## src/compact_timer_pkg.sv

```systemverilog
// constants, field layouts and carrier types for the compact timer
`default_nettype none
package compact_timer_pkg;

  // ****************************************************************
  // register offsets
  // ****************************************************************
  localparam logic [3:0] OFS_PIN_PRI = 4'h0;
  localparam logic [3:0] OFS_PIN_SEC = 4'h1;
  localparam logic [3:0] OFS_CTRL0   = 4'h2;
  localparam logic [3:0] OFS_CTRL1   = 4'h3;
  localparam logic [3:0] OFS_CNT_LO  = 4'h4;
  localparam logic [3:0] OFS_CNT_HI  = 4'h5;
  localparam logic [3:0] OFS_CMPA_LO = 4'h6;
  localparam logic [3:0] OFS_CMPA_HI = 4'h7;
  localparam logic [3:0] OFS_AUX     = 4'h8;

  // ****************************************************************
  // reset values and implemented bit masks
  // ****************************************************************
  localparam logic [7:0] PIN_PRI_RST  = 8'h91;
  localparam logic [7:0] PIN_PRI_MASK = 8'hf3;
  localparam logic [7:0] PIN_SEC_RST  = 8'h11;
  localparam logic [7:0] PIN_SEC_MASK = 8'h33;
  localparam logic [7:0] CTRL_RST     = 8'h00;
  localparam logic [7:0] BYTE_ZERO    = 8'h00;

  // ****************************************************************
  // field positions
  // ****************************************************************
  localparam int C0_PAUSE   = 7;
  localparam int C0_CLK_LSB = 4;
  localparam int C0_RUN     = 3;
  localparam int C0_PER_LSB = 0;
  localparam int C1_MODE_LSB = 6;
  localparam int C1_IO_LSB  = 4;
  localparam int C1_OC      = 3;
  localparam int C1_POL     = 2;
  localparam int C1_DPX     = 1;
  localparam int C1_CCLR    = 0;
  localparam int AUX_INV    = 0;
  localparam int PRI_T0P0   = 0;
  localparam int PRI_T0P1   = 1;

  // ****************************************************************
  // clock select codes and prescaler masks
  // ****************************************************************
  localparam logic [2:0] CLK_SYS4  = 3'h0;
  localparam logic [2:0] CLK_SYS   = 3'h1;
  localparam logic [2:0] CLK_H16   = 3'h2;
  localparam logic [2:0] CLK_H64   = 3'h3;
  localparam logic [2:0] CLK_TBC   = 3'h4;
  localparam logic [2:0] CLK_NONE  = 3'h5;
  localparam logic [2:0] CLK_EXT_R = 3'h6;
  localparam logic [2:0] CLK_EXT_F = 3'h7;
  localparam logic [5:0] PRE_MASK4  = 6'h03;
  localparam logic [5:0] PRE_MASK16 = 6'h0f;
  localparam logic [5:0] PRE_MASK64 = 6'h3f;

  // ****************************************************************
  // mode and output action codes
  // ****************************************************************
  localparam logic [1:0] MODE_CODE_CMP = 2'h0;
  localparam logic [1:0] MODE_CODE_PWM = 2'h2;
  localparam logic [1:0] MODE_CODE_TMR = 2'h3;
  localparam logic [1:0] IO_NONE   = 2'h0;
  localparam logic [1:0] IO_LOW    = 2'h1;
  localparam logic [1:0] IO_HIGH   = 2'h2;
  localparam logic [1:0] IO_TOGGLE = 2'h3;
  localparam logic [2:0] PERIOD_FULL = 3'h0;

  typedef enum logic [2:0]
  {
    MODE_CMP = 3'b001,
    MODE_PWM = 3'b010,
    MODE_TMR = 3'b100
  } mode_t;

  typedef struct packed {
    logic [3:0] addr;
    logic [7:0] wdata;
    logic       wr;
    logic       rd;
  } regReq_t;

  typedef struct packed {
    logic [7:0] primary;
    logic [7:0] secondary;
  } pinSel_t;

endpackage
`default_nettype wire

```

## src/compact_timer.sv

```systemverilog
// compact timer: pin control, buffered byte access, counter and comparators
//
// The register offsets and the address-and-strobe port are this design's own decisions.
`timescale 1ns/100ps
`default_nettype none
module compact_timer
#(
  parameter int CNT_W = 10
)
(
  // clock and reset
  input  wire logic                       clk,
  input  wire logic                       rst,
  // register port
  input  wire compact_timer_pkg::regReq_t req,
  output logic [7:0]                      rdData,
  // clock sources
  input  wire logic                       tbcTick,
  input  wire logic                       extClkPin,
  // shared pin functions
  input  wire logic [1:0]                 sharedOut,
  input  wire logic [1:0]                 sharedOe,
  // timer pins
  output logic [1:0]                      pinOut,
  output logic [1:0]                      pinOe,
  output compact_timer_pkg::pinSel_t      pinSel,
  // interrupt requests
  output logic                            irqA,
  output logic                            irqP
);
  import compact_timer_pkg::*;

  // ****************************************************************
  // parameter check
  // ****************************************************************
  if (CNT_W != 10)
  begin : gBadWidth
    $error("compact_timer supports a 10-bit counter only");
  end

  // ****************************************************************
  // state
  // ****************************************************************
  logic [7:0]       pinPri_r;
  logic [7:0]       pinSec_r;
  logic [7:0]       ctrl0_r;
  logic [7:0]       ctrl1_r;
  logic [7:0]       aux_r;
  logic [7:0]       holdBuf_r;
  logic [CNT_W-1:0] cmpA_r;
  logic [CNT_W-1:0] cnt_r;
  logic [CNT_W-1:0] cnt_nxt;
  logic [5:0]       presc_r;
  logic             extPrev_r;
  logic             runPrev_r;
  logic             outLvl_r;
  logic [7:0]       rdData_r;
  logic             irqA_r;
  logic             irqP_r;
  logic [1:0]       pinOut_r;
  logic [1:0]       pinOe_r;

  logic             runOn;
  logic             runRise;
  logic             tick;
  logic             step;
  logic [CNT_W-1:0] incVal;
  logic             overflow;
  logic             matchP;
  logic             matchA;
  logic             clrOnP;
  logic [2:0]       period;
  logic [1:0]       ioSel;
  mode_t            modeNow;
  logic             pwmActive;
  logic [CNT_W-1:0] duty;
  logic             timerLvl;
  logic [1:0]       timerPin;

  function automatic logic isAcc(input regReq_t r, input logic [3:0] ofs);
    isAcc = (r.addr == ofs);
  endfunction

  function automatic mode_t decodeMode(input logic [1:0] code);
    unique case (code)
      MODE_CODE_CMP: decodeMode = MODE_CMP;
      MODE_CODE_PWM: decodeMode = MODE_PWM;
      default:       decodeMode = MODE_TMR;
    endcase
  endfunction

  assign runOn   = ctrl0_r[C0_RUN];
  assign runRise = runOn && !runPrev_r;
  assign period  = ctrl0_r[C0_PER_LSB +: 3];
  assign ioSel   = ctrl1_r[C1_IO_LSB +: 2];
  assign modeNow = decodeMode(ctrl1_r[C1_MODE_LSB +: 2]);

  // ****************************************************************
  // register writes
  // ****************************************************************
  always_ff @(posedge clk or posedge rst)
  begin
    if (rst)
    begin
      pinPri_r <= PIN_PRI_RST;
      pinSec_r <= PIN_SEC_RST;
      ctrl0_r  <= CTRL_RST;
      ctrl1_r  <= CTRL_RST;
      aux_r    <= CTRL_RST;
    end
    else if (req.wr)
    begin
      if (isAcc(req, OFS_PIN_PRI))
        pinPri_r <= req.wdata & PIN_PRI_MASK;
      if (isAcc(req, OFS_PIN_SEC))
        pinSec_r <= req.wdata & PIN_SEC_MASK;
      if (isAcc(req, OFS_CTRL0))
        ctrl0_r <= req.wdata;
      if (isAcc(req, OFS_CTRL1))
        ctrl1_r <= req.wdata;
      if (isAcc(req, OFS_AUX))
        aux_r <= req.wdata & 8'h01;
    end
  end

  // ****************************************************************
  // holding buffer and compare A
  // ****************************************************************
  always_ff @(posedge clk or posedge rst)
  begin
    if (rst)
      holdBuf_r <= BYTE_ZERO;
    else if (req.wr && isAcc(req, OFS_CMPA_LO))
      holdBuf_r <= req.wdata;
    else if (req.rd && isAcc(req, OFS_CNT_HI))
      holdBuf_r <= cnt_r[7:0];
    else if (req.rd && isAcc(req, OFS_CMPA_HI))
      holdBuf_r <= cmpA_r[7:0];
  end

  always_ff @(posedge clk or posedge rst)
  begin
    if (rst)
      cmpA_r <= '0;
    else if (req.wr && isAcc(req, OFS_CMPA_HI))
      cmpA_r <= {req.wdata[CNT_W-9:0], holdBuf_r};
  end

  // ****************************************************************
  // read data, one cycle after the strobe
  // ****************************************************************
  always_ff @(posedge clk or posedge rst)
  begin
    if (rst)
      rdData_r <= BYTE_ZERO;
    else if (req.rd)
    begin
      unique case (req.addr)
        OFS_PIN_PRI: rdData_r <= pinPri_r;
        OFS_PIN_SEC: rdData_r <= pinSec_r;
        OFS_CTRL0:   rdData_r <= ctrl0_r;
        OFS_CTRL1:   rdData_r <= ctrl1_r;
        OFS_AUX:     rdData_r <= aux_r;
        OFS_CNT_LO:  rdData_r <= holdBuf_r;
        OFS_CMPA_LO: rdData_r <= holdBuf_r;
        OFS_CNT_HI:  rdData_r <= 8'(cnt_r >> 8);
        OFS_CMPA_HI: rdData_r <= 8'(cmpA_r >> 8);
        default:     rdData_r <= BYTE_ZERO;
      endcase
    end
  end

  // ****************************************************************
  // counter clock selection
  // ****************************************************************
  always_ff @(posedge clk or posedge rst)
  begin
    if (rst)
    begin
      presc_r   <= 6'h00;
      extPrev_r <= 1'b0;
    end
    else
    begin
      presc_r   <= presc_r + 6'h01;
      extPrev_r <= extClkPin;
    end
  end

  always_comb
  begin
    unique case (ctrl0_r[C0_CLK_LSB +: 3])
      CLK_SYS4:  tick = (presc_r & PRE_MASK4) == PRE_MASK4;
      CLK_SYS:   tick = 1'b1;
      CLK_H16:   tick = (presc_r & PRE_MASK16) == PRE_MASK16;
      CLK_H64:   tick = (presc_r & PRE_MASK64) == PRE_MASK64;
      CLK_TBC:   tick = tbcTick;
      CLK_NONE:  tick = 1'b0;
      CLK_EXT_R: tick = extClkPin && !extPrev_r;
      CLK_EXT_F: tick = !extClkPin && extPrev_r;
    endcase
  end

  assign step = tick && runOn && !ctrl0_r[C0_PAUSE];

  // ****************************************************************
  // comparators and counter
  // ****************************************************************
  assign incVal   = cnt_r + 10'h001;
  assign overflow = step && (cnt_r == '1);
  assign matchP   = step && (period != PERIOD_FULL)
                    && (cnt_r[CNT_W-1 -: 3] != period)
                    && (incVal[CNT_W-1 -: 3] == period);
  assign matchA   = step && (incVal == cmpA_r);
  assign clrOnP   = (modeNow == MODE_PWM) ? !ctrl1_r[C1_DPX]
                                          : !ctrl1_r[C1_CCLR];

  always_comb
  begin
    cnt_nxt = cnt_r;
    if (runRise)
      cnt_nxt = '0;
    else if (step)
    begin
      if ((clrOnP && matchP) || (!clrOnP && matchA))
        cnt_nxt = '0;
      else
        cnt_nxt = incVal;
    end
  end

  always_ff @(posedge clk or posedge rst)
  begin
    if (rst)
    begin
      cnt_r     <= '0;
      runPrev_r <= 1'b0;
      irqA_r    <= 1'b0;
      irqP_r    <= 1'b0;
    end
    else
    begin
      cnt_r     <= cnt_nxt;
      runPrev_r <= runOn;
      irqA_r    <= matchA && !runRise;
      irqP_r    <= (matchP || overflow) && !runRise;
    end
  end

  // ****************************************************************
  // output waveform per mode
  // ****************************************************************
  assign duty      = ctrl1_r[C1_DPX] ? {period, 7'h00} : cmpA_r;
  assign pwmActive = cnt_r < duty;

  always_ff @(posedge clk or posedge rst)
  begin
    if (rst)
      outLvl_r <= 1'b0;
    else if (runRise)
      outLvl_r <= ctrl1_r[C1_OC];
    else if (matchA && (modeNow == MODE_CMP))
    begin
      unique case (ioSel)
        IO_NONE:   outLvl_r <= outLvl_r;
        IO_LOW:    outLvl_r <= 1'b0;
        IO_HIGH:   outLvl_r <= 1'b1;
        IO_TOGGLE: outLvl_r <= !outLvl_r;
      endcase
    end
  end

  always_comb
  begin
    unique case (modeNow)
      MODE_CMP: timerLvl = outLvl_r;
      MODE_PWM:
        if (ioSel == IO_HIGH)
          timerLvl = pwmActive ? ctrl1_r[C1_OC] : !ctrl1_r[C1_OC];
        else
          timerLvl = (ioSel == IO_LOW) ? ctrl1_r[C1_OC]
                                       : !ctrl1_r[C1_OC];
      MODE_TMR: timerLvl = 1'b0;
    endcase
  end

  assign timerPin[0] = timerLvl ^ ctrl1_r[C1_POL];
  assign timerPin[1] = timerPin[0] ^ aux_r[AUX_INV];

  // ****************************************************************
  // pin ownership
  // ****************************************************************
  for (genvar i = 0; i < 2; i++)
  begin : gPin
    always_ff @(posedge clk or posedge rst)
    begin
      if (rst)
      begin
        pinOut_r[i] <= 1'b0;
        pinOe_r[i]  <= 1'b0;
      end
      else if (pinPri_r[PRI_T0P0 + i])
      begin
        pinOut_r[i] <= timerPin[i];
        pinOe_r[i]  <= (modeNow != MODE_TMR);
      end
      else
      begin
        pinOut_r[i] <= sharedOut[i];
        pinOe_r[i]  <= sharedOe[i];
      end
    end
  end

  assign rdData           = rdData_r;
  assign irqA             = irqA_r;
  assign irqP             = irqP_r;
  assign pinOut           = pinOut_r;
  assign pinOe            = pinOe_r;
  assign pinSel.primary   = pinPri_r;
  assign pinSel.secondary = pinSec_r;
endmodule
`default_nettype wire

```

## config.mk

```make
export PLATFORM = sky130hd
export DESIGN_NAME = compact_timer
export DESIGN_NICKNAME = d
export VERILOG_FILES = /design/src/compact_timer_pkg.sv /design/src/compact_timer.sv
export SDC_FILE = /design/constraint.sdc
export NUM_CORES = 1
export LEC_CHECK = 0
export BUFFER_PORTS_ARGS = -buffer_cell sky130_fd_sc_hd__buf_2
export CORE_MARGIN = 2
export CORE_UTILIZATION = 57
export CTS_CLUSTER_SIZE = 40
export DETAILED_ROUTE_END_ITERATION = 10
export GPL_TIMING_DRIVEN = 0
export PLACE_DENSITY = 0.78
export SYNTH_ARGS = -nofsm -noshare
export SYNTH_HDL_FRONTEND = slang
export SYNTH_SLANG_ARGS = --single-unit
```

## constraint.sdc

```tcl
create_clock -name clk -period 5.3 [get_ports clk]
set_input_delay 0.53 -clock clk [delete_from_list [all_inputs] [get_ports clk]]
set_output_delay 0.53 -clock clk [all_outputs]
set_load 0.05 [all_outputs]
```

==> reports/metrics.yaml, run 1 <==
final_core_util_pct: 66.54
synthArstFlopShare_pct: 100.0
dpl.hpwl_mm: 8.248
yosys-top-cells-area: "dfrtp_1 (41%), mux2_2 (9.8%), mux2i_1 (4.7%)"
yosys_most_used_dff: "dfrtp_1"
placed_cell_area_um2: 4851
ioPinCount: 52
final_cell_area_um2: 5089
layout_setup_ws_ns: 1.943
drv_slew: 0
wl_mm: 11.40
drtIter0Drc: 397
initial_core_util_pct: 58.31
grt_pass1_vias: 3580
leakage_nw: 2.277
h-tree-depth: 3
hold_class: "in2async"
syn_area_um2: 4459
syn2layout_area_growth_pct: 14.11
critPathMaxStageDelay_ns: 0.53
yosysUniqueCellTypes: 66
cts_sinks: 78
cp-start-kind: "register"
vias: 3601
cp.required_ns: 5.55
grt_max_degree: 69
cts.path.max_buffers: 2
avgRoutedWirePerCell_um: 19.22
status: "complete, no violations"
final_nets: 519
cpLargestDelayFamily: "compound AO/OA/AOI/OAI gates"
place.port_buffers: 43
slowest_stage: "a311oi_1"
ir_drop_v: 0.0003296
rsz0062_at_grt: "no"
ctsRootBufferMaster: "clkbuf_8"
numCtsBuffers: 9
grt_usage_pct: 28.25
dpl_worst_slack_ns: 1.932
worst_skew_pair.late_latency_ns: 0.35
place.gp.congestion: 0.8807
synth_top_area_share_pct: 40.97
critical_path.max_fanout: 10
dieArea_um2: 8547
antenna_found_initial: 0
die-width_um: 92.45
holdBufCountCts: 0
grt_pass1_wl_mm: 18.64
ff_latch_area_um2: 1958
drive_gt1_share_pct: 26.07
synth-seq-cells: 78
final.setup.tns_ns: 0
dp_cells: 577
hold_violations: 0
drc: 0
cp_data_arrival_time_ns: 3.60
max_slew.worst_pin.slew_ns: 0.8739
n_fill_cell: 631
cap_violations: 0
powerDensity_nw_per_um2: 379.0
fp-row-count: 32
firstDrtPassIters: 4
fin_cells: 593
crit_chain: "clkbuf_1 > mux2i_1 > ha_1 > a211oi_1 > nor2_1 > nor4b_1 > o21ai_0 > a311oi_1 > xnor2_1 > mux2_2"
cts_tree: "yes"
synth_seq_area_share_pct: 43.91
synth.largest_area_cell: "dfrtp_1"
core-area_um2: 7647
grt.overflow.total: 0
relSlewSlack_pct: 41.53
fin_skew_ns: 0.01419
clkTransAtPathRegs_ns: 0.09
cts_resized: 0
cp-end-kind: "register"
crit_buf_inv: 1
antenna_cells: 0
syn_inst: 426
multiInputGateArea_um2: 2285
fin_crit_sh_pct: 63.33
ant_nets: 0
vias_per_cell: 6.073
max_freq_ghz: 0.2979
die_y_um: 92.45
period_needed_ns: 3.357
setup_viol: 0
postSynthAreaPerCell_um2: 10.47
synth_edf_count: 0
synth_warnings: 0
post_cts_buffers: 0
path_class: "reg2reg"
==> power by group <==
group	total (mW)	switching (mW)	leakage, nW	internal [mW]
clock network	0.530	0.243	0.121	0.287
registers	0.826	0.126	0.988	0.701
logic	0.573	0.340	1.17	0.233
total	1.93	0.708	2.28	1.22
==> cell usage after synthesis, drive strengths merged, types with 2 or more instances <==
master and instances:
nor4b 2, nor2 23, a21oi 12, o22a 2
o21a 4, inv 22, nor4 2, o22ai 11
o221ai 2, nor3 8, ha 11, nand3 12
and3 7, and2 3, or4 2, dfrtp 73
a221o 8, a211oi 6, nor2b 5, a22o 4
mux2i 21, o211ai 2, a22oi 2, o21ai 19
dfstp 5, xor2 7, nand2 26, clkbuf 14
nand2b 9, o21bai 2, a32oi 2, nand4 5
nand3b 3, or3 4, mux2 39, xnor2 16
buf 12
==> routing by layer <==
metal | vias up | global-route usage [%] | wire, um
met2 | 146 | 46.53 | 5548
met5 | - | 0 | 0
met1 | 1760 | 38.18 | 4897
li1 | 1670 | - | -
met4 | 0 | 11.07 | 298
met3 | 25 | 3.580 | 655
==> cell usage in the layout, fill, tap and decap left out, types with 4 or more instances in the layout <==
| master | synthesis | final |
|---|---|---|
| a211oi_1 | 4 | 4 |
| a21oi_1 | 12 | 12 |
| a221o_1 | 8 | 8 |
| a22o_1 | 4 | 4 |
| and3_1 | 6 | 6 |
| buf_2 | 1 | 44 |
| buf_4 | 8 | 8 |
| clkbuf_1 | 13 | 13 |
| clkbuf_8 | 0 | 10 |
| conb_1 | 1 | 6 |
| dfrtp_1 | 73 | 73 |
| dfstp_2 | 5 | 5 |
| ha_1 | 11 | 11 |
| inv_1 | 22 | 21 |
| mux2_2 | 39 | 39 |
| mux2i_1 | 21 | 21 |
| nand2_1 | 26 | 26 |
| nand2b_1 | 9 | 9 |
| nand3_1 | 11 | 11 |
| nand4_1 | 5 | 5 |
| nor2_1 | 23 | 23 |
| nor2b_1 | 5 | 5 |
| nor3_1 | 8 | 8 |
| o21a_1 | 4 | 4 |
| o21ai_0 | 15 | 15 |
| o21ai_1 | 4 | 4 |
| o22ai_1 | 11 | 11 |
| xnor2_1 | 16 | 16 |
| xor2_1 | 7 | 7 |
==> logic make-up after synthesis <==
| family | count (synthesis) | share of synthesized area, % |
|---|---|---|
| xor gates and xnor gates | 23 | 4.517 |
| and+or+nand+nor | 116 | 13.69 |
| AOI/OAI and AO/OA | 88 | 14.37 |
| adders and majority gates | 11 | 3.086 |
| other | 1 | 0.08409 |
| buffers and inverters | 48 | 5.275 |
| muxes | 61 | 15.07 |
| DFF | 78 | 43.91 |
==> final timing paths <==
kind / from / to / slack, ns / cells past startpoint
max: ctrl1_r[1]$_DFFE_PP0P_ / pinOut[1]$_DFF_PP0_ / 1.94 / 10
min: rst / irqP$_DFF_PP0_ / 0.07 / 2
max reg2reg: ctrl1_r[1]$_DFFE_PP0P_ / pinOut[1]$_DFF_PP0_ / 1.94 / 10
min reg2reg: presc_r[0]$_DFF_PP0_ / presc_r[0]$_DFF_PP0_ / 0.46 / 1
max in group asynchronous: rst / pinPri_r[0]$_DFFE_PP1P_ / 4.60 / 3
min in group clk: extClkPin / extPrev_r$_DFF_PP0_ / 0.32 / 1
==> sequential cells by signal, summed over array words and instances (netlist names) <==
name	flops
irqP	1
presc_r	6
irqA	1
ctrl0_r	8
runPrev_r	1
cnt_r	10
pinPri_r	6
aux_r	1
pinSec_r	4
outLvl_r	1
ctrl1_r	8
pinOe	2
holdBuf_r	8
pinOut	2
cmpA_r	10
extPrev_r	1
rdData	8
==> stage by stage <==
stage | hold WS (ns) | power, mW
3_3_place_gp | 0.4291 | 1.375
2_1_floorplan | 0.4025 | 1.235
5_1_grt | 0.07639 | 2.016
6_report | 0.07085 | 1.929
3_5_place_dp | 0.4437 | 1.400
4_1_cts | 0.06958 | 1.929
==> layout make-up <==
cell class,count,area share (%)
timing repair buffer,44,4.770
inverter,22,1.672
clock buffer,10,2.705
sequential,78,38.48
buffer,26,3.000
multi-input combinational,305,44.90
clock inverter,6,1.967
tap,102,2.508
(Power assumes the default switching activity.)
==> run 2: changes to the inputs <==
Settings changed: CORE_UTILIZATION 57 to 53, PLACE_DENSITY 0.78 to 0.76.
Clock period 5.3 ns to 3 ns, I/O delays scaled along.
==> run 2 against run 1 <==
Net effect:
- register-to-register slack got worse by 1.8 ns
- non-clock buffer count up 3
- combinational power grew 82%
- critical endpoint is now cnt_r[6]$_DFFE_PP0P_
- largest cell class unchanged
==> reports/metrics.yaml, run 2 (synthesized netlist as in run 1, its figures left out) <==
status: "complete, no violations"
dpl.hpwl_mm: 8.262
placed_cell_area_um2: 4855
avgRoutedWirePerCell_um: 18.96
final_cell_area_um2: 5092
numCtsBuffers: 9
grt_pass1_wl_mm: 18.26
vias: 3631
ir_drop_v: 0.0004435
firstDrtPassIters: 5
cts_sinks: 78
final_nets: 522
max_slew.worst_pin.slew_ns: 0.7998
grt_usage_pct: 26.61
cp_data_arrival_time_ns: 3.05
antenna_found_initial: 0
layout_commonest_cell: "dfrtp_1"
worst_skew_pair.late_latency_ns: 0.35
hold_end: "extPrev_r$_DFF_PP0_"
layout_setup_ws_ns: 0.1775
powerDensity_nw_per_um2: 642.2
reg2reg_to: "cnt_r[6]$_DFFE_PP0P_"
dp_cells: 580
fp-row-count: 33
wl_mm: 11.36
cts.path.max_buffers: 2
r2r_cells: 9
clkTransAtPathRegs_ns: 0.09
power_mw: 3.270
path_class: "reg2reg"
critical_path.max_fanout: 10
whs_ns: 0.08026
die-width_um: 95.73
antenna_cells: 0
ant_nets: 0
grt.overflow.total: 0
leakage_nw: 2.275
die_y_um: 95.73
hold_violations: 0
ioPinCount: 52
cts_tree: "yes"
place.gp.congestion: 0.9456
final.setup.tns_ns: 0
dpl_worst_slack_ns: -0.1945
cap_violations: 0
core-area_um2: 8175
fin_crit_sh_pct: 94.08
final_core_util_pct: 62.29
relSlewSlack_pct: 46.68
hp-start: "extClkPin"
h-tree-depth: 3
final_cell_mix: "dfrtp_1 (72), buf_2 (44), mux2_2 (39), nand2_1 (26), nor2_1 (23)"
grt_pass1_vias: 3519
place.port_buffers: 43
ctsRootBufferMaster: "clkbuf_8"
max_freq_ghz: 0.3543
r2r_start: "cnt_r[1]$_DFFE_PP0P_"
fin_cells: 599
vias_per_cell: 6.062
drive_gt1_share_pct: 27.33
fin_skew_ns: 0.01298
cp.required_ns: 3.22
hold_class: "in2reg"
cp-end-kind: "register"
initial_core_util_pct: 54.55
setup_viol: 0
min_path_cells: 1
cp-start-kind: "register"
drtIter0Drc: 273
drc: 0
dieArea_um2: 9163
period_needed_ns: 2.822
grt_max_degree: 68
top_regs: "cmpA_r x10, cnt_r x10"
r2r_slack_ns: 0.18
syn2layout_area_growth_pct: 14.20
drv_slew: 0
run 2: how the worst max path moves through the flow:
stage | from | to | slack, ns | depth (start not counted)
3_3_place_gp | rst | cmpA_r[5]$_DFFE_PP0P_ | -0.20 | 2
4_1_cts | ctrl1_r[1]$_DFFE_PP0P_ | pinOut[1]$_DFF_PP0_ | 0.007 | 10
2_1_floorplan | ctrl1_r[1]$_DFFE_PP0P_ | pinOut[1]$_DFF_PP0_ | 0.30 | 10
3_5_place_dp | ctrl1_r[1]$_DFFE_PP0P_ | pinOut[1]$_DFF_PP0_ | -0.19 | 10
6_report | cnt_r[1]$_DFFE_PP0P_ | cnt_r[6]$_DFFE_PP0P_ | 0.18 | 9
5_1_grt | ctrl1_r[1]$_DFFE_PP0P_ | pinOut[0]$_DFF_PP0_ | -0.01 | 11
run 2: worst max-delay path: stages, from the launching register on:
cell	delay, ns
dfrtp_1	0.49
ha_1	0.31
nand3_2	0.17
or4_1	0.51
o21a_1	0.22
a2111oi_2	0.40
a211oi_2	0.20
buf_6	0.19
o21ai_0	0.12
nand2_1	0.09
run 2: area by class of cell:
class                   count  area, um^2
plain buffers              26       156.4
clock buffers              11       151.4
clock inverters             5       38.79
fillers                   670        3083
inverters                  22       85.08
multi-input cells         305        2302
flip-flops and latches     78        1959
well taps                 105       131.4
repair buffers             47       267.8
run 2: power by group:
group | total, mW | switching, mW | internal [mW]
registers | 1.46 | 0.223 | 1.24
clock network | 0.766 | 0.414 | 0.352
logic | 1.04 | 0.612 | 0.431
total | 3.27 | 1.25 | 2.02
run 2: per-layer routing:
layer	vias to the layer above	track usage [%]	part of all wire (%)
li1	1668	-	-
met1	1774	36.99	43
met2	166	43.12	49
met3	23	4.699	6.3
met4	0	7.381	1.8
met5	-	0	0
run 2: what timing repair did:
| action | in CTS | in global routing |
|---|---|---|
| setup endpoints to repair | 2 | 4 |
| hold buffers | 1 | 0 |
| endpoints found under the hold margin | 11 | 0 |
| gates resized for setup | 2 | 5 |
| setup buffers | 0 | 2 |
| pin swaps | 0 | 1 |
